$ cat config.mk
export PLATFORM = sky130hd
export DESIGN_NAME = ism_i2c_status
export DESIGN_NICKNAME = d
export VERILOG_FILES = /design/src/hdl/ism_pkg.sv /design/src/hdl/ism_sync.sv /design/src/hdl/ism_irq.sv /design/src/hdl/ism_i2c_status.sv
export SDC_FILE = /design/constraint.sdc
export NUM_CORES = 1
export LEC_CHECK = 0
export BUFFER_PORTS_ARGS = -buffer_cell sky130_fd_sc_hd__buf_2
export CAP_MARGIN = 20
export CELL_PAD_IN_SITES_DETAIL_PLACEMENT = 1
export CELL_PAD_IN_SITES_GLOBAL_PLACEMENT = 1
export CORE_MARGIN = 2
export CORE_UTILIZATION = 25
export CTS_BUF_LIST = sky130_fd_sc_hd__clkbuf_8
export CTS_CLUSTER_SIZE = 8
export DETAILED_ROUTE_END_ITERATION = 16
export PLACE_DENSITY = 0.59
export SYNTH_ARGS = -nofsm -noshare
export SYNTH_HDL_FRONTEND = slang
export SYNTH_SLANG_ARGS = --single-unit
$ cat constraint.sdc
create_clock -name clk_i -period 5.3 [get_ports clk_i]
set_input_delay 1.06 -clock clk_i [delete_from_list [all_inputs] [get_ports clk_i]]
set_output_delay 1.06 -clock clk_i [all_outputs]
set_load 0.1 [all_outputs]
$ cat src/hdl/ism_pkg.sv
// Purpose: Shared constants and types of the I2C master status flag block.
// Assumes: Register indices are word indices; byte address is four times the index.
// Notes: Status and control words are eight bits wide in the low byte lane.
package ism_pkg;
  localparam logic [13:0] IDX_DATA = 14'hf50;
  localparam logic [13:0] IDX_STATUS = 14'hf51;
  localparam logic [13:0] IDX_CTRL = 14'hf52;
  localparam logic [13:0] IDX_IRQ_STAT = 14'hf53;
  localparam logic [13:0] IDX_IRQ_MASK = 14'hf54;
  localparam logic [7:0] DATA_RST = 8'h00;
  localparam logic [7:0] CTRL_RST = 8'h00;
  localparam logic [2:0] IRQ_RST = 3'h0;
  localparam int IRQ_TX_BIT = 0;
  localparam int IRQ_RX_BIT = 1;
  localparam int IRQ_NACK_BIT = 2;
  localparam int IRQ_EVENTS = 3;
  localparam int SYNC_STAGES = 2;
  localparam logic [4:0] TEN_BIT_PREFIX = 5'h1e;
  localparam logic [3:0] BITS_PER_BYTE = 4'h8;

  typedef struct packed {
    logic tx_empty;
    logic rx_full;
    logic ack;
    logic ten_bit;
    logic rd;
    logic addr_phase;
    logic data_phase;
    logic nack_irq;
  } ism_status_s;

  typedef struct packed {
    logic enable;
    logic start;
    logic stop;
    logic birq;
    logic tx_irq_enable;
    logic nak;
    logic flush;
    logic filten;
  } ism_ctrl_s;

  typedef struct packed {
    logic wr_data;
    logic rd_data;
    logic rd_stat;
    logic wr_ctrl;
    logic wr_istat;
    logic wr_imask;
  } ism_access_s;

  typedef enum logic [3:0] {
    S_IDLE, S_START, S_BIT, S_STALL, S_ACK, S_AFTER, S_HOLD, S_STOP, S_STOP_RISE, S_STOP_END, S_RSTART
  } ism_state_e;
endpackage

$ cat src/hdl/ism_sync.sv
// Purpose: Two-stage synchroniser for pin inputs.
// Assumes: Inputs are asynchronous to clk_i.
// Notes: Only the second stage is visible outside.
module ism_sync #(
  parameter int WIDTH = 2
) (
  input wire logic clk_i,
  input wire logic rst_i,
  input wire logic [WIDTH-1:0] d_i,
  output logic [WIDTH-1:0] q_o
);
  logic [WIDTH-1:0] meta_r;

  always_ff @(posedge clk_i) begin
    if (rst_i) begin
      meta_r <= '1;
      q_o <= '1;
    end else begin
      meta_r <= d_i;
      q_o <= meta_r;
    end
  end
endmodule

$ cat src/hdl/ism_irq.sv
// Purpose: Sticky interrupt status, mask and one level interrupt output.
// Assumes: Clear strobes come from write-one-to-clear bus writes.
// Notes: An event in the clearing cycle keeps its bit set.
module ism_irq #(
  parameter int WIDTH = 3
) (
  input wire logic clk_i,
  input wire logic rst_i,
  input wire logic [WIDTH-1:0] ev_i,
  input wire logic [WIDTH-1:0] clr_i,
  input wire logic mask_we_i,
  input wire logic [WIDTH-1:0] mask_i,
  output logic [WIDTH-1:0] status_o,
  output logic [WIDTH-1:0] mask_o,
  output logic irq_o
);
  always_ff @(posedge clk_i) begin
    if (rst_i) status_o <= '0;
    else status_o <= (status_o & ~clr_i) | ev_i;
  end

  always_ff @(posedge clk_i) begin
    if (rst_i) mask_o <= '0;
    else if (mask_we_i) mask_o <= mask_i;
  end

  always_ff @(posedge clk_i) begin
    if (rst_i) irq_o <= 1'b0;
    else irq_o <= |(status_o & mask_o);
  end
endmodule

$ cat src/hdl/ism_i2c_status.sv
// Purpose: I2C master byte engine with its status flags, control bits and a Wishbone slave.
// Assumes: SCL toggles from an outside generator; the engine stretches it low to pause.
// Notes: Pins are open-drain; the output enable pulls the line low.
//
// The Wishbone register port was chosen for this implementation.
module ism_i2c_status (
  input wire logic clk_i,
  input wire logic rst_i,
  input wire logic wb_cyc_i,
  input wire logic wb_stb_i,
  input wire logic wb_we_i,
  input wire logic [15:0] wb_adr_i,
  input wire logic [3:0] wb_sel_i,
  input wire logic [31:0] wb_dat_i,
  output logic [31:0] wb_dat_o,
  output logic wb_ack_o,
  input wire logic dbg_access_i,
  input wire logic scl_i,
  output logic scl_o,
  output logic scl_oe_o,
  input wire logic sda_i,
  output logic sda_o,
  output logic sda_oe_o,
  output logic irq_o,
  output logic tx_dma_req_o
);
  ism_pkg::ism_ctrl_s ctl_r;
  ism_pkg::ism_status_s st;
  ism_pkg::ism_access_s acc;
  ism_pkg::ism_state_e state_r;
  logic [7:0] data_r;
  logic [7:0] shift_r;
  logic [3:0] cnt_r;
  logic addr_r;
  logic rx_r;
  logic first_r;
  logic tx_empty_r;
  logic rx_full_r;
  logic ackf_r;
  logic ten_r;
  logic rd_r;
  logic nack_r;
  logic scl_prev_r;
  logic drive_lo_r;
  logic [1:0] pins_s;
  logic [2:0] irq_stat;
  logic [2:0] irq_mask;
  logic [2:0] ev;

  function automatic logic hit(input logic [15:0] adr, input logic [13:0] idx);
    return adr[15:2] == idx;
  endfunction

  ism_sync #(.WIDTH(ism_pkg::SYNC_STAGES)) u_sync (
    .clk_i(clk_i),
    .rst_i(rst_i),
    .d_i({sda_i, scl_i}),
    .q_o(pins_s)
  );

  // Bus decode: a transfer commits at the edge where the master sees ack.
  wire req = wb_cyc_i && wb_stb_i && !wb_ack_o;
  wire fire = wb_ack_o && wb_cyc_i && wb_stb_i;
  wire wr_lo = fire && wb_we_i && wb_sel_i[0];
  wire [7:0] wd = wb_dat_i[7:0];

  always_comb begin
    acc.wr_data = wr_lo && hit(wb_adr_i, ism_pkg::IDX_DATA);
    acc.rd_data = fire && !wb_we_i && hit(wb_adr_i, ism_pkg::IDX_DATA);
    acc.rd_stat = fire && !wb_we_i && hit(wb_adr_i, ism_pkg::IDX_STATUS);
    acc.wr_ctrl = wr_lo && hit(wb_adr_i, ism_pkg::IDX_CTRL);
    acc.wr_istat = wr_lo && hit(wb_adr_i, ism_pkg::IDX_IRQ_STAT);
    acc.wr_imask = wr_lo && hit(wb_adr_i, ism_pkg::IDX_IRQ_MASK);
  end

  // Engine decode.
  wire scl_s = pins_s[0];
  wire sda_s = pins_s[1];
  wire scl_rise = scl_s && !scl_prev_r;
  wire scl_fall = !scl_s && scl_prev_r;
  wire byte_end = cnt_r == ism_pkg::BITS_PER_BYTE;
  wire hold_req = ctl_r.start || ctl_r.stop;
  wire next_addr = ten_r && first_r && !rd_r;
  wire next_rx = rd_r && !next_addr;
  wire start_load = state_r == ism_pkg::S_START && scl_rise;
  wire after_fall = state_r == ism_pkg::S_AFTER && scl_fall;
  wire next_load = after_fall && !hold_req && !nack_r && !next_rx;
  wire load = start_load || next_load;
  wire ack_done = state_r == ism_pkg::S_ACK && scl_rise;
  wire ack_val = rx_r ? !ctl_r.nak : !sda_s;
  wire rx_done = ack_done && rx_r;
  wire nak_clr = rx_done && ctl_r.nak;
  wire nack_ev = ack_done && !ack_val && !hold_req;
  wire stop_done = state_r == ism_pkg::S_STOP_END;
  wire ten_clr = after_fall && first_r;
  wire ten_hit = data_r[7:3] == ism_pkg::TEN_BIT_PREFIX;
  wire dir_bit = data_r[0];
  wire stall_go = !next_rx && tx_empty_r && !hold_req;
  wire en_nxt = acc.wr_ctrl ? wd[7] : ctl_r.enable;
  wire sw_start_stop = acc.wr_ctrl && (wd[6] || wd[5]);

  // Control register.
  always_ff @(posedge clk_i) begin
    if (rst_i) begin
      ctl_r <= ism_pkg::CTRL_RST;
    end else begin
      ctl_r.enable <= en_nxt;
      if (acc.wr_ctrl) begin
        ctl_r.birq <= wd[4];
        ctl_r.tx_irq_enable <= wd[3];
        ctl_r.filten <= wd[0];
      end
      ctl_r.start <= en_nxt && ((ctl_r.start && !start_load) || (acc.wr_ctrl && wd[6]));
      ctl_r.stop <= en_nxt && ((ctl_r.stop && !stop_done) || (acc.wr_ctrl && wd[5]));
      ctl_r.nak <= en_nxt && ((ctl_r.nak && !nak_clr) || (acc.wr_ctrl && wd[2]));
      ctl_r.flush <= 1'b0;
    end
  end

  // Data register and transmit-empty.
  always_ff @(posedge clk_i) begin
    if (rst_i) data_r <= ism_pkg::DATA_RST;
    else if (acc.wr_data) data_r <= wd;
    else if (rx_done) data_r <= shift_r;
  end

  always_ff @(posedge clk_i) begin
    if (rst_i) tx_empty_r <= 1'b1;
    else if (acc.wr_data) tx_empty_r <= 1'b0;
    else if (load || (acc.wr_ctrl && wd[1])) tx_empty_r <= 1'b1;
  end

  always_ff @(posedge clk_i) begin
    if (rst_i) rx_full_r <= 1'b0;
    else if (rx_done && ctl_r.enable) rx_full_r <= 1'b1;
    else if (acc.rd_data && !dbg_access_i) rx_full_r <= 1'b0;
  end

  always_ff @(posedge clk_i) begin
    if (rst_i) ackf_r <= 1'b0;
    else if (!ctl_r.enable) ackf_r <= 1'b0;
    else if (ack_done) ackf_r <= ack_val;
  end

  always_ff @(posedge clk_i) begin
    if (rst_i || !ctl_r.enable) ten_r <= 1'b0;
    else if (start_load) ten_r <= ten_hit;
    else if (ten_clr) ten_r <= 1'b0;
  end

  always_ff @(posedge clk_i) begin
    if (rst_i) rd_r <= 1'b0;
    else if (start_load) rd_r <= dir_bit;
  end

  always_ff @(posedge clk_i) begin
    if (rst_i) nack_r <= 1'b0;
    else if (nack_ev) nack_r <= 1'b1;
    else if (!ctl_r.enable || stop_done || sw_start_stop) nack_r <= 1'b0;
  end

  // Status word; writes to it are not decoded and have no effect.
  always_comb begin
    st.tx_empty = tx_empty_r;
    st.rx_full = rx_full_r;
    st.ack = ackf_r;
    st.ten_bit = ten_r;
    st.rd = rd_r;
    st.addr_phase = state_r == ism_pkg::S_BIT && addr_r;
    st.data_phase = state_r == ism_pkg::S_BIT && !addr_r;
    st.nack_irq = nack_r;
  end

  wire tx_hush = (st.data_phase && rx_r) || (st.addr_phase && rd_r);

  always_comb begin
    ev = 3'h0;
    ev[ism_pkg::IRQ_TX_BIT] = ctl_r.enable && tx_empty_r && ctl_r.tx_irq_enable && !tx_hush;
    ev[ism_pkg::IRQ_RX_BIT] = rx_full_r;
    ev[ism_pkg::IRQ_NACK_BIT] = nack_r;
  end

  ism_irq #(.WIDTH(ism_pkg::IRQ_EVENTS)) u_irq (
    .clk_i(clk_i),
    .rst_i(rst_i),
    .ev_i(ev),
    .clr_i(acc.wr_istat ? wd[2:0] : 3'h0),
    .mask_we_i(acc.wr_imask),
    .mask_i(wd[2:0]),
    .status_o(irq_stat),
    .mask_o(irq_mask),
    .irq_o(irq_o)
  );

  always_ff @(posedge clk_i) begin
    if (rst_i) tx_dma_req_o <= 1'b0;
    else tx_dma_req_o <= ctl_r.enable && tx_empty_r && ctl_r.tx_irq_enable;
  end

  // Bus answer: ack one cycle after the request, read data with it.
  always_ff @(posedge clk_i) begin
    if (rst_i) wb_ack_o <= 1'b0;
    else wb_ack_o <= req;
  end

  always_ff @(posedge clk_i) begin
    if (rst_i) begin
      wb_dat_o <= 32'h0;
    end else if (req) begin
      wb_dat_o <= 32'h0;
      if (hit(wb_adr_i, ism_pkg::IDX_DATA)) wb_dat_o[7:0] <= data_r;
      else if (hit(wb_adr_i, ism_pkg::IDX_STATUS)) wb_dat_o[7:0] <= st;
      else if (hit(wb_adr_i, ism_pkg::IDX_CTRL)) wb_dat_o[7:0] <= {ctl_r[7:2], 1'b0, ctl_r.filten};
      else if (hit(wb_adr_i, ism_pkg::IDX_IRQ_STAT)) wb_dat_o[2:0] <= irq_stat;
      else if (hit(wb_adr_i, ism_pkg::IDX_IRQ_MASK)) wb_dat_o[2:0] <= irq_mask;
    end
  end

  // Pin drive: only low is ever driven.
  always_ff @(posedge clk_i) begin
    drive_lo_r <= 1'b0;
  end
  assign scl_o = drive_lo_r;
  assign sda_o = drive_lo_r;

  always_ff @(posedge clk_i) begin
    if (rst_i) scl_prev_r <= 1'b1;
    else scl_prev_r <= scl_s;
  end

  // Byte engine.
  always_ff @(posedge clk_i) begin
    if (rst_i || !ctl_r.enable) begin
      state_r <= ism_pkg::S_IDLE;
      sda_oe_o <= 1'b0;
      scl_oe_o <= 1'b0;
      cnt_r <= 4'h0;
      shift_r <= 8'h00;
      addr_r <= 1'b0;
      rx_r <= 1'b0;
      first_r <= 1'b0;
    end else begin
      case (state_r)
        ism_pkg::S_IDLE: begin
          if (ctl_r.stop) state_r <= ism_pkg::S_STOP;
          else if (ctl_r.start && !tx_empty_r) state_r <= ism_pkg::S_START;
        end
        ism_pkg::S_START: begin
          if (scl_rise) begin
            sda_oe_o <= 1'b1;
            shift_r <= data_r;
            cnt_r <= 4'h0;
            addr_r <= 1'b1;
            rx_r <= 1'b0;
            first_r <= 1'b1;
            state_r <= ism_pkg::S_BIT;
          end
        end
        ism_pkg::S_BIT: begin
          if (scl_fall && byte_end) begin
            if (stall_go) begin
              scl_oe_o <= 1'b1;
              sda_oe_o <= 1'b0;
              state_r <= ism_pkg::S_STALL;
            end else begin
              sda_oe_o <= rx_r && !ctl_r.nak;
              state_r <= ism_pkg::S_ACK;
            end
          end else if (scl_fall) begin
            sda_oe_o <= !rx_r && !shift_r[7];
          end else if (scl_rise && !byte_end) begin
            shift_r <= {shift_r[6:0], sda_s};
            cnt_r <= cnt_r + 4'h1;
          end
        end
        ism_pkg::S_STALL: begin
          if (!tx_empty_r || hold_req) begin
            scl_oe_o <= 1'b0;
            state_r <= ism_pkg::S_ACK;
          end
        end
        ism_pkg::S_ACK: begin
          if (scl_rise) state_r <= ism_pkg::S_AFTER;
        end
        ism_pkg::S_AFTER: begin
          if (scl_fall) begin
            sda_oe_o <= 1'b0;
            if (ctl_r.stop) begin
              sda_oe_o <= 1'b1;
              state_r <= ism_pkg::S_STOP_RISE;
            end else if (ctl_r.start) begin
              state_r <= ism_pkg::S_RSTART;
            end else if (nack_r) begin
              scl_oe_o <= 1'b1;
              state_r <= ism_pkg::S_HOLD;
            end else begin
              addr_r <= next_addr;
              rx_r <= next_rx;
              first_r <= 1'b0;
              cnt_r <= 4'h0;
              state_r <= ism_pkg::S_BIT;
              if (!next_rx) begin
                shift_r <= data_r;
                sda_oe_o <= !data_r[7];
              end
            end
          end
        end
        ism_pkg::S_HOLD: begin
          if (ctl_r.stop) begin
            scl_oe_o <= 1'b0;
            sda_oe_o <= 1'b1;
            state_r <= ism_pkg::S_STOP_RISE;
          end else if (ctl_r.start) begin
            scl_oe_o <= 1'b0;
            state_r <= ism_pkg::S_RSTART;
          end
        end
        ism_pkg::S_STOP: begin
          if (scl_fall) begin
            sda_oe_o <= 1'b1;
            state_r <= ism_pkg::S_STOP_RISE;
          end
        end
        ism_pkg::S_STOP_RISE: begin
          if (scl_rise) begin
            sda_oe_o <= 1'b0;
            state_r <= ism_pkg::S_STOP_END;
          end
        end
        ism_pkg::S_STOP_END: begin
          state_r <= ism_pkg::S_IDLE;
        end
        ism_pkg::S_RSTART: begin
          if (scl_rise) state_r <= ism_pkg::S_START;
        end
        default: state_r <= ism_pkg::S_IDLE;
      endcase
    end
  end
endmodule

# Word-level counts from Yosys, hierarchy flattened
# Cells that the tools add are included.
# word_totals
reg_bits	64
inputBits	60
output_inout_bits	39
wordCells	277
# classes
add_sub_neg	1
eq_ne	38
muxes	93
bitwise	5
reduce_logical	109
# ops
op	n
$mux W8	13
$mux W4	22
$eq A14 B12 Y1 const B	5
$logic_and A1 B1 Y1	55
$mux W1	43
$pmux W4 S10	1
$ne A2 B2 Y1 const B	16
$logic_not A1 Y1	24
$pmux W8 S3	1
$reduce_and A10 Y1	2
$mux W3	6
$reduce_and A9 Y1	2
$eq A4 B3 Y1 const B	4
$eq A4 B4 Y1 const B	4
$logic_or A1 B1 Y1	12
$pmux W4 S3	1
$reduce_bool A2 Y1	6
$eq A4 B2 Y1 const B	2
$reduce_and A7 Y1	1
$and A3 B3 Y3	2
$ne A3 B3 Y1 const B	2
$pmux W1 S2	3
$pmux W1 S6	1
$reduce_and A6 Y1	1
16 further kinds	17

# Logic depth before layout (Yosys ltp)
# Gate-level depths: netlist of run 1.
# depth
word_depth	10
mapped_depth	8
ltp_nobuf	7

# Modules after synthesis
# A second synthesis of run 1 with hierarchy kept.
# unflattened
hier_cells	442
area_unflattened_um2	3736.1
# by_module_without_submodules
module	n_inst	cells_each	area_each_um2	seq_area_each_um2
ism_i2c_status	1	410	3390.8	1061.0
ism_irq	1	24	240.2	140.1
ism_sync	1	8	105.1	80.1

# Worst setup path before layout of run 1
# Ideal clock, no wire load.
# synth_path
kind	input to register
from	input wb_adr_i[9]
to	register ctl_r[2] (netlist name)
setup_ps	117
t_arrival_ps	2313
required_ps	5183
path_slack_ps	2869
path_stages	5
path_buffers	0
cell_sequence	and4bb_2 and3_1 nand4_1 mux2i_1 a32o_1
# synth_between
elab_chain_cells	5
elab_cells_between_ends	6
classes_between	eq/ne (1); mux (1); reduce/logical (4)
# synth_rtl
item	line	source
start: declaration	ism_i2c_status.sv:12	input wire logic [15:0] wb_adr_i,
$eq A14 B12 Y1 *	ism_i2c_status.sv:51	return adr[15:2] == idx;
$logic_and A1 B1 Y1 *	ism_i2c_status.sv:71	acc.wr_ctrl = wr_lo && hit(wb_adr_i, ism_pkg::IDX_CTRL);
$logic_and A1 B1 Y1	ism_i2c_status.sv:115	ctl_r.nak <= en_nxt && ((ctl_r.nak && !nak_clr) || (acc.wr_ctrl && wd[2]));
$logic_or A1 B1 Y1	ism_i2c_status.sv:115	
$logic_and A1 B1 Y1 *	ism_i2c_status.sv:115	
end signal: assignment	ism_i2c_status.sv:105	ctl_r <= ism_pkg::CTRL_RST;
end: declaration	ism_i2c_status.sv:27	ism_pkg::ism_ctrl_s ctl_r;
# Mark *: on every way between the ends. The rest lies on a longest branch, timed or not.
# A chain may end at the register's enable or synchronous reset.

# Final worst setup path of run 1
# layout_path
from	register state_r[2]
to	register scl_oe_o
# layout_between
elab_chain_cells	3
elab_cells_between_ends	15
classes_between	eq/ne (12); mux (1); reduce/logical (2)
# layout_rtl
item	line	source
start: declaration	ism_i2c_status.sv:30	ism_pkg::ism_state_e state_r;
start signal: assignment	ism_i2c_status.sv:234	state_r <= ism_pkg::S_IDLE;
start signal: assignment	ism_i2c_status.sv:245	if (ctl_r.stop) state_r <= ism_pkg::S_STOP;
start signal: assignment	ism_i2c_status.sv:246	else if (ctl_r.start && !tx_empty_r) state_r <= ism_pkg::S_START;
$eq A4 B3 Y1 / $eq A4 B2 Y1 (equally long branches)	ism_i2c_status.sv:243	case (state_r)
$ne A3 B3 Y1 (no source line), or another cell as far along	--	
$reduce_and A9 Y1 (no source line)	--	
end signal: assignment	ism_i2c_status.sv:236	scl_oe_o <= 1'b0;
end signal: assignment	ism_i2c_status.sv:262	scl_oe_o <= 1'b1;
end signal: assignment	ism_i2c_status.sv:278	scl_oe_o <= 1'b0;
end: declaration	ism_i2c_status.sv:20	output logic scl_oe_o,
# Parallel ways exist; a longest one is shown, timed or not.

==> results of run 1 <==
[logic make-up (layout without fill, tap and decap cells)]
logic type | count (synthesis) | in the layout
AO/OA/AOI/OAI | 81 | 81
XOR/XNOR | 5 | 5
adder cells (fa/ha/maj) | 2 | 2
buffers and inverters | 61 | 70
flip-flops | 64 | 64
multiplexers | 36 | 36
other | 1 | 26
AND/OR/NAND/NOR | 188 | 188
[layout make-up]
cell class / instances / area (sq um)
clock buffer: 10 / 138
clock inverter: 5 / 48.8
fill: 1752 / 10400
inverter: 8 / 30.0
multi-input combinational: 338 / 2150
sequential: 64 / 1280
tap: 184 / 230
timing repair buffer: 47 / 245
[flip-flops by register name (all words and copies together), names as in the netlist, 2 cells and up]
signal          count
cnt_r               4
ctl_r               7
data_r              8
shift_r             8
state_r             4
u_irq.mask_o        3
u_irq.status_o      3
u_sync.meta_r       2
u_sync.q_o          2
wb_dat_o            8
[report_power, final]
group / internal [uW] / total (uW) / switching, uW
Combinational: 16.0 / 123 / 107
Clock: 223 / 413 / 190
Sequential: 483 / 484 / 1.30
Total: 722 / 1020 / 298
[worst reg2reg max path, stage by stage (launching register included)]
cell and delay, ps:
dfxtp_1 820, nor4bb_1 630, buf_4 260, nor4b_1 560, or3_1 200, a31oi_1 80
nor3_1 210
[metal layers]
layer,global-route usage,share of wire
met1,0.184,0.48
met2,0.234,0.48
met3,0.0432,0.036
met4,0.0327,0.0072
met5,0,0
[layout by cell type, fill, tap and decap left out, types with 6 or more instances in the layout]
cell type / count
a21oi_1: 16
a22oi_1: 6
a311oi_1: 10
and3_1: 8
buf_2: 43
clkbuf_8: 10
conb_1: 26
dfxtp_1: 64
inv_1: 9
mux2_2: 8
mux2i_1: 28
nand2_1: 38
nand2b_1: 10
nand3_1: 11
nand3b_1: 10
nor2_1: 57
nor2b_1: 9
o21ai_0: 11
or2_2: 9
[worst paths after layout]
check | to | startpoint | cells after the start
worst max-delay path | scl_oe_o$_SDFFE_PP0P_ | state_r[2]$_SDFFE_PP0P_ | 6
worst min-delay path | u_sync.q_o[1]$_SDFF_PP1_ | u_sync.meta_r[1]$_SDFF_PP1_ | 1
worst min register to register | u_sync.q_o[1]$_SDFF_PP1_ | u_sync.meta_r[1]$_SDFF_PP1_ | 1
worst max register to register | scl_oe_o$_SDFFE_PP0P_ | state_r[2]$_SDFFE_PP0P_ | 6
[stage by stage]
step	power, uW	hold WS (ps)
6_report	1020	409
5_1_grt	1070	423
4_1_cts	1040	413
3_5_place_dp	618	397
3_3_place_gp	617	397
2_1_floorplan	612	389
==> flow_results.org, run 1 <==
** STA
- Share of the clock period used by the worst path after layout :: 0.534
- Timing would allow up to between 300 and 400 MHz.
- Worst-margin pin slew :: roughly 1100 ps
- In the final timing run, aggregate negative setup slack is 0 ps.
- For the final database, setup skew stands at between 7 and 8 ps.
- Setup repair after global routing missed its margin :: no
- Worst setup slack after layout :: 2470 ps
- Shortest period the worst path allows :: 2830 ps
- Measured against its own limit, the worst slew margin works out to 0.288.
- The count of final max-slew check failures was 0.
- Setup violations remaining at the end of the flow were counted as 0.
- Final hold violations :: 0

** Synthesis
- In this run, synthesis produced a sequential element count of between 60 and 70.
- Synthesized area per cell :: 8.42 sq um
- The synthesized design contains 0 enable-type register cells.
- Yosys printed 0 warnings.
- Multiplexer share of the synthesized area :: 0.100
- Synthesized instance count :: 438
- Yosys top cell by area :: dfxtp_1
- For this run, the register share of the synthesized area comes to 0.347.
- Number of distinct library cells after synthesis :: 66
- Of the total synthesized cell area, the portion taken by AND, OR, NAND and NOR gates is 0.271.
- The share of synthesized area in the top cell type comes to 0.347.
- For this run, asynchronously set or reset flops after synthesis account for 0.
- Of the total synthesized cell area, the portion taken by full adders, half adders and majority gates is 0.00679.
- Dominant combinational cell family by area after synthesis :: simple AND/OR/NAND/NOR gates
- Xor-xnor portion of the synthesized cell area :: 0.0119
- Post-synthesis compound-gate area fraction :: 0.166
- After synthesis the cells add up to about 3700 sq um.
- Sorting the synthesized cells by how often they occur yields 64 x dfxtp_1, 57 x nor2_1, 38 x nand2_1.
- The most used flip-flop cell after synthesis is dfxtp_1.
- Most frequent cell after synthesis :: dfxtp_1
- In the post-synthesis netlist, the biggest area contributors are dfxtp_1 35%, mux2i_1 7.6%, nor2_1 5.8%, buf_4 5.5%, nand2_1 3.9%.

** Critical path
- The critical path goes through nor4bb_1, buf_4, nor4b_1, or3_1, a31oi_1, nor3_1.
- Maximum fanout along the worst path :: 26
- Category of the worst setup path launch point :: flip-flop
- Data arrival time of the critical path :: slightly above 3000 ps
- The slowest stage of the critical path is the dfxtp_1 cell.
- Across all register-to-register paths, the minimum setup slack is 2470 ps.
- Data on the critical path is required at its endpoint by 5570 ps.
- Startpoint-to-endpoint class of the critical path :: reg2reg
- The number of buffers and inverters on the critical path is 1.
- In this design, the largest share of critical-path delay is due to simple AND/OR/NAND/NOR gates.
- Delay of the slowest cell on the worst path :: 820 ps
- Kind of capture point of the worst setup path :: flip-flop

** Global route
- The number of antenna violations at the first check in global routing came to 0.
- Entering global routing, the biggest net connects 40 pins.
- Total grt overflow :: 0
- The via count of the first global-routing pass is around 3.3k.
- The first global-routing pass estimated about 18000 microns of wire.
- For this run, the total global-route usage over all layers was measured as 0.142.

** Floorplan
- just under 100 I/O pins were placed.
- Initial Util :: 0.255
- The core region is approximately 14000 sq um.
- From bottom edge to top edge, the die measures 125 microns.
- Overall die width :: 125 microns
- Row generation in the floorplan step produced 44 rows.
- The floorplan step defined a die boundary enclosing around 16000 sq um.

** Clock tree
- In this run, CTS created clock tree buffers numbering 9.
- TritonCTS clock tree :: yes
- Quantity of hold-fixing buffers added after cts :: 0
- After clock tree synthesis, the setup repair step added 0 buffers.
- The longest clock path from root to sink contains 2 buffers.
- Once the clock tree was built, the resizer swapped 0 gates to a different size.
- Clock sink count :: 64
- Clock-pin slew of the registers on the worst-case setup and hold paths :: 70 ps
- Worst-Skew Late Latency :: ~350 ps
- Root Driver :: clkbuf_8
- The H-tree was split into 3 levels.

** Layout
- For this run, the number of standard cells in the final layout without fillers is between 600 and 700.
- Of the cells placed in the final design, the portion with a size suffix greater than 1 is 0.191.
- The repair_antennas step left the layout with diodes totalling 0.
- Summing all non-filler instances in the final layout gives an area of 4120 sq um.
- Layout-stage area growth over the synthesis result :: 11.8%
- Net total in the final layout :: 530
- Post-layout utilization of the core :: 0.285

** Power and ir drop
- Ratio of total power to cell area :: 247 nW/um^2
- Cell leakage power :: around 0.0016 uW
- The worst-case IR drop observed on VDD is around 0.00017 V.

** Placement
- The placed instances occupy a cell area of between 3000 and 4000 sq um.
- Setup slack at placement :: approximately 2300 ps
- Placed insts :: roughly 640
- PortBufs :: 43
- Routability-driven placement finished with a final weighted congestion of 0.814.
- Half-perimeter wire length after detailed placement :: about 8000 microns

** Hold path
- The worst hold path belongs to the class reg2reg.

** Routing
- Using the TritonRoute via totals, the vias-per-cell ratio works out to 4.95.
- In the final routed layout, each cell accounts on average for 16.6 microns.
- For this block, the initial DRC count from the detailed router was about 180.
- Vias after detailed routing :: 3250
- Number of nets with antenna violations after routing :: 0
- The first detailed-routing pass ran for 4 iterations.
- After detailed routing, the total wire length is between 10000 and 15000 microns.
- For this run, design rule violations remaining after detail routing come to 0.

** Outcome
- The flow ran to the end, and the final reports show no timing, DRC or antenna violations.

** Run
- Max-cap violations in this run came to 0.
Note: power is estimated with default switching activity, not from simulation.
==> run 2, diff against run 1 <==
Settings changed: ABC_AREA from default to 1, PLACE_DENSITY 0.59 to 0.62.
Clock period 5.3 ns to 2.97 ns, I/O delays scaled along.
==> flow_results.org, run 2 <==
** Critical path
- Category of the worst setup path launch point :: flip-flop
- Startpoint-to-endpoint class of the critical path :: reg2reg
- Maximum fanout along the worst path :: 11
- At the worst endpoint, the arrival time is ~2200 ps.
- CP Data Required Time :: 3230 ps
- The worst setup path is captured at a flip-flop.

** Clock tree
- TritonCTS built the clock tree.
- Clock sink count :: between 60 and 70
- Clock buffers created by TritonCTS :: 9
- Post-CTS setup buffer count :: 0
- Clock-pin slew was measured on the worst setup and hold paths at around 70 ps.
- Gates resized during post-CTS repair numbered 0.
- H-tree depth :: 3
- Root Driver :: clkbuf_8
- After clock tree synthesis, the flow added hold-fix buffers numbering 0.
- In this run the deepest clock path goes through 2 buffers.
- Clock latency on the worst-skew pair, taken at its later pin, is about 370 ps.

** Synthesis
- Dominant combinational cell family by area after synthesis :: simple AND/OR/NAND/NOR gates
- Of the synthesized area, sequential elements account for 0.352.
- Fraction of synthesis flops using an asynchronous set or reset pin :: 0
- Counting instances in the post-synthesis netlist gives the leading cell types as 126 x nand2_1, 89 x nor2_1, 64 x dfxtp_1.
- After synthesis, the cell types taking the most area are dfxtp_1 35%, nand2_1 13%, nor2_1 9.2%, inv_1 6.4%, o21ai_0 6.1%.
- Adder-cell area share of the yosys netlist :: 0.00688
- Multiplexer share of the synthesized area :: 0
- Of the total synthesized cell area, the portion taken by AND, OR, NAND and NOR gates is 0.348.
- Synthesized area per cell :: 6.37 sq um
- Yosys top cell by area :: dfxtp_1
- Cell area after synthesis :: between 3000 and 4000 sq um
- Top flip-flop cell by instance count after synthesis :: dfxtp_1
- Synthesized instance count :: about 570
- By instance count, the leading cell after synthesis is nand2_1.
- The share of synthesized area in the top cell type comes to 0.352.
- Total number of yosys warnings :: 0
- Xor-xnor portion of the synthesized cell area :: 0.00482
- The number of different library cells used by synthesis comes to 33.
- In this run, synthesis produced a sequential element count of between 60 and 70.
- Yosys mapped a number of flops with a built-in enable equal to 0.
- Post-synthesis compound-gate area fraction :: 0.141

** Floorplan
- After floorplanning, the core was sized to cover ~14000 sq um.
- Site row count :: 44
- Number of top-level pins :: 99
- Die Height :: between 100 and 150 microns
- Die Footprint :: 15500 sq um
- Initial Util :: 0.253
- In this run the horizontal extent of the chip is 125 microns.

** Global route
- The via count of the first global-routing pass came to 3683.
- For this run the aggregate overflow at the end of global routing stands at 0.
- Global-route wire length before repair :: ~19000 microns
- Antenna violations before repair :: 0
- Entering global routing, the biggest net connects 24 pins.
- Global-route usage over all layers :: 0.153

** Layout
- After routing the design area is roughly 4100 sq um.
- Fraction of final layout cells sized beyond drive strength 1 :: 0.152
- Total area of multi-input combinational cells :: roughly 1900 sq um
- Fillers :: 1869
- The library cells used most frequently in the layout, excluding fill and tap cells, are 126 x nand2_1, 89 x nor2_1, 64 x dfxtp_1, 62 x inv_1, 44 x o21ai_0.
- Leading registers by flop count :: data_r: 8 flops, shift_r: 8 flops, wb_dat_o: 8 flops
- Sequential Area :: approximately 1300 sq um
- From synthesis to final layout, the design area changed by 13.6%.
- The number of antenna diodes in the final layout is 0.
- At the end of the flow, the number of nets in the layout was a little under 700.
- Leaving out fill and tap cells, the most frequent cell in the layout is nand2_1.

** STA
- Worst-case clock skew :: 8.28 ps
- Setup repair after global routing left no endpoint under its margin.
- Relative slew slack :: 0.608
- The worst path in the final design needs a cycle of 1900 ps, including I/O delays and setup.
- Setup violations remaining at the end of the flow were counted as 0.
- In the finished design, the share of the clock period the worst path needs comes to 0.638.
- Adding up every negative setup slack in the final design gives 0 ps.
- Worst-margin pin slew :: 583 ps
- Final hold violations :: 0
- Pins over their slew limit :: 0
- Max Clk Rate :: about 530 MHz
- Worst setup slack after layout :: 1070 ps

** Hold path
- Min-delay worst type :: in2reg

** Power and ir drop
- Ratio of total power to cell area :: 442 nW/um^2
- The analysis attributes to cell leakage a power of 0.00180 uW.
- Maximum ir drop on the vdd rail :: around 0.00017 V

** Placement
- Weighted congestion reported at the end of routability-driven placement :: about 0.82
- After legalization and detailed placement, the total HPWL measured just over 9000 microns.
- At the placement stage, the worst setup path has a slack of between 700 and 800 ps.
- Once placement finished, the instance area stood at 3960 sq um.
- PortBufs :: 43

** Routing
- The count of nets left with antenna violations once routing finished came out at 0.
- The detailed router placed between 3k and 4k vias in this run.
- Total wire length :: ~12000 microns
- Detailed router's first-iteration violation count :: between 200 and 250
- After detailed routing, the number of remaining DRC violations is 0.
- Dividing the detail-routed wire length by the instance count gives around 14 microns.
- Average via count per standard cell :: between 4 and 5
- TritonRoute pass-1 iters :: 4

** Outcome
- Result of the run :: complete, no violations

** Run
- Max-Cap Viols :: 0
## run 2: cell families (layout without fill, tap and decap cells)
logic type / Yosys count / count (layout)
other: 1 / 26
xor gates and xnor gates: 2 / 2
AOI/OAI and AO/OA: 97 / 97
buffers and inverters: 111 / 138
adders and majority gates: 2 / 2
DFF: 64 / 64
and+or+nand+nor: 294 / 294
## run 2: path summary, 6_finish.rpt
kind                                                  start                          end  slack [ps]  cells after the start
worst max register to register      state_r[1]$_SDFFE_PP0P_      shift_r[3]$_SDFFE_PP0P_        1070                     12
worst min-delay path                                  scl_i  u_sync.meta_r[0]$_SDFF_PP1_         410                      2
worst min register to register  u_sync.meta_r[1]$_SDFF_PP1_     u_sync.q_o[1]$_SDFF_PP1_         410                      1
worst max-delay path                state_r[1]$_SDFFE_PP0P_      shift_r[3]$_SDFFE_PP0P_        1070                     12
## run 2: area by class of cell
type	count	area share
clock inverters	6	0.00848
clock buffers	10	0.0333
well taps	184	0.0557
repair buffers	47	0.0594
inverters	75	0.0681
flip-flops and latches	64	0.310
multi-input cells	421	0.465
## run 2: critical path: stages, from the launching register on
cell and delay [ps]:
dfxtp_1 360, inv_2 90, nand2_2 100, nor2_1 280, nand2_1 90, nand2_1 90
inv_2 50, nand2_2 80, nor2_4 50, nand2_2 190, clkinv_1 220, nor2_1 130
nor2_1 50
## run 2: per-layer routing
layer | track usage | vias to the layer above | wire length, microns
met2 | 0.258 | 66 | 5570
met3 | 0.0258 | 14 | 375
met1 | 0.193 | 1774 | 5500
li1 | - | 1874 | -
met5 | 0 | - | 0
met4 | 0.0615 | 0 | 197
## run 2: power breakdown
group          internal (uW)  switching [uW]  leakage (uW)  total, uW
clock network            319             384     0.0000878        703
registers                865            3.57      0.000517        868
logic                   28.5             224       0.00120        252
## run 2: metrics by stage
step                hold WS, ps   util  power [uW]  cells
floorplan                   389      -        1120    596
global placement            391  0.276        1140    791
detailed placement          398  0.276        1140    791
CTS                         399  0.288        1850    807
global route                414  0.288        1890    807
finish                      410  0.288        1820    807
==> run 3, diff against run 2 <==
Clock period 2.97 ns to 1.8 ns, I/O delays scaled along.
==> flow_results.org, run 3 (same netlist as run 2, synthesis figures left out) <==
** Global route
- Antenna violations before repair :: 0
- The total overflow left after global routing is 0.
- Global-route wire length before repair :: 19700 microns
- Via count of the first global-routing pass :: between 3k and 4k
- Entering global routing, the biggest net connects 21 pins.
- Met1 layer usage reported by global route :: 0.195
- Most Used Layer, Global Route :: met2
- Across every metal layer, demand over resource in global routing totals 0.158.
- GR Util met3 :: 0.0322
- Routing usage on met2 :: 0.273

** STA
- Worst setup slack after layout :: between 150 and 200 ps
- Setup repair after global routing could not meet its margin everywhere.
- The hold violation total from the final report is 0.
- Pins over their slew limit :: 0
- At the pin with the least slew margin, the transition time is 553 ps.
- For the final routed database, the setup TNS stands at 0 ps.
- Worst-case clock skew :: between 10 and 15 ps
- The routed design could run at a clock period as short as 1640 ps.
- In the finished design, the share of the clock period the worst path needs comes to 0.913.
- Relative slew slack :: 0.631
- For this run, the top clock speed supported by timing is 609 MHz.
- Final setup viols :: 0

** Critical path
- Tracing the worst setup path back leads to its startpoint at state_r[3]$_SDFFE_PP0P_.
- The worst register-to-register path has a setup slack of 160 ps.
- Data arrival time of the critical path :: about 1900 ps
- Maximum fanout along the worst path :: 10
- Worst r2r path cells :: 12
- The worst register-to-register path begins at state_r[3]$_SDFFE_PP0P_.
- The worst setup path is launched from a flip-flop.
- The worst setup path is captured at a flip-flop.
- Critical path destination :: shift_r[3]$_SDFFE_PP0P_
- Startpoint-to-endpoint class of the critical path :: reg2reg
- For the worst setup path, the data required time is roughly 2100 ps.
- Reg2Reg Capture Point :: shift_r[3]$_SDFFE_PP0P_

** Run
- Max-Cap Viols :: 0

** Clock tree
- Clock-pin slew of the registers on the worst-case setup and hold paths :: 80 ps
- Clock buffers created by TritonCTS :: 9
- The tree is rooted in a clkbuf_8.
- For the worst-skew pair, the clock arrives at the later sink with an insertion delay of about 370 ps.
- Maximum clock insertion buffer count :: 2
- TritonCTS built the clock tree.
- Clock sink count :: 64
- H-tree depth :: 3

** Layout
- The largest registers in the layout are data_r: 8 flops, shift_r: 8 flops, wb_dat_o: 8 flops.
- Relative to the synthesized area, the layout overhead comes to 21.6%.
- Post-route non-filler standard cell count :: 833
- In the final design database the tool counted slightly above 700 nets.
- Ant. Diodes :: 0
- Of the cells placed in the final design, the portion with a size suffix greater than 1 is 0.208.
- Fillers :: about 1.9k
- Commonest non-fill, non-tap cell in the layout :: nand2_1
- The library cells used most frequently in the layout, excluding fill and tap cells, are 125 x nand2_1, 86 x nor2_1, 61 x inv_1, 57 x dfxtp_1, 43 x buf_2.

** Placement
- At the placement stage, the worst setup path has a slack of between 50 and 60 ps.
- PortBufs :: between 40 and 50
- Half-perimeter wire length after detailed placement :: 9520 microns
- Weighted congestion reported at the end of routability-driven placement :: 0.803
- In this run, placement finished with an instance count of approximately 820.

** Routing
- For this block, the initial DRC count from the detailed router was about 150.
- TritonRoute pass-1 iters :: 4
- For this run, design rule violations remaining after detail routing come to 0.
- The routed layout has around 3.8k vias.
- Dividing the detail-routed via count by the number of cells gives around 4.6.
- Number of nets with antenna violations after routing :: 0
- Dividing the detail-routed wire length by the instance count gives around 14 microns.
- For this block, the routed nets add up to 12000 microns of wire.

** Floorplan
- The die is roughly 120 microns tall.
- Die Footprint :: approximately 16000 sq um
- Overall die width :: 125 microns
- The initial utilization of the core area, before any placement, comes to 0.253.
- After floorplanning, the core was divided into between 40 and 50 placement rows.
- Pin placement for this block handled between 90 and 100 I/O pins.
- Core region area :: approximately 14000 sq um

** Power and ir drop
- For this design the static power due to leakage is between 0.0015 and 0.002 uW.
- Maximum ir drop on the vdd rail :: between 0.0002 and 0.0003 V
- Ratio of total power to cell area :: 751 nW/um^2

** Outcome
- The flow ran to the end, and the final reports show no timing, DRC or antenna violations.

** Hold path
- The worst hold path belongs to the class in2reg.
## run 3: repair_timing
item | 4_1_cts | 5_1_grt
buffers inserted | 0 | 1
setup endpoints to repair | 0 | 22
resized for setup | 0 | 20
hold buffers | 0 | 0
## run 3: per-stage QoR
step	area (sq um)	hold slack [ps]	power, uW	util
final	4420	184	3320	0.308
after global placement	4150	394	1880	0.289
after detailed placement	4150	396	1890	0.289
after CTS	4380	163	3370	0.305
after global routing	4420	171	3450	0.308
after floorplan	3730	389	1850	-
## run 3: per-layer routing
layer | wire length, microns | vias up
met2 | 5880 | 66
li1 | - | 1915
met5 | 0 | -
met1 | 5540 | 1808
met4 | 204 | 0
met3 | 397 | 15
## run 3: worst min path at each step
| stage | from | endpoint | slack (ps) | cells after the start |
|---|---|---|---|---|
| floorplan | u_sync.meta_r[0]$_SDFF_PP1_ | u_sync.q_o[0]$_SDFF_PP1_ | 390 | 1 |
| global placement | u_sync.meta_r[1]$_SDFF_PP1_ | u_sync.q_o[1]$_SDFF_PP1_ | 390 | 1 |
| detailed placement | u_sync.meta_r[1]$_SDFF_PP1_ | u_sync.q_o[1]$_SDFF_PP1_ | 400 | 1 |
| CTS | sda_i | u_sync.meta_r[1]$_SDFF_PP1_ | 160 | 2 |
| global route | scl_i | u_sync.meta_r[0]$_SDFF_PP1_ | 170 | 2 |
| finish | sda_i | u_sync.meta_r[1]$_SDFF_PP1_ | 180 | 2 |
## run 3: cell type report
type,instances,area [sq um],area share
clock inverters,6,92.6,0.0209
repair buffers,73,440,0.0996
well taps,184,230,0.0521
inverters,75,285,0.0645
multi-input cells,421,1940,0.440
clock buffers,10,138,0.0311
flip-flops and latches,64,1290,0.292
## run 3: critical path, cell delays in order, from the launching register on
cell	delay, ps
dfxtp_2	390
inv_2	60
nand2_4	80
inv_2	70
nand2_4	130
nor2_2	70
nor2_4	110
nand2_2	70
nor2_4	90
nand2_2	80
buf_4	170
o21ai_1	140
nor2_1	60
## run 3: where the power goes
group          internal, uW  switching, uW  total (uW)
clock                   822            646        1470
combinational          52.3            370         422
sequential             1430           5.62        1430
total                  2300           1020        3320
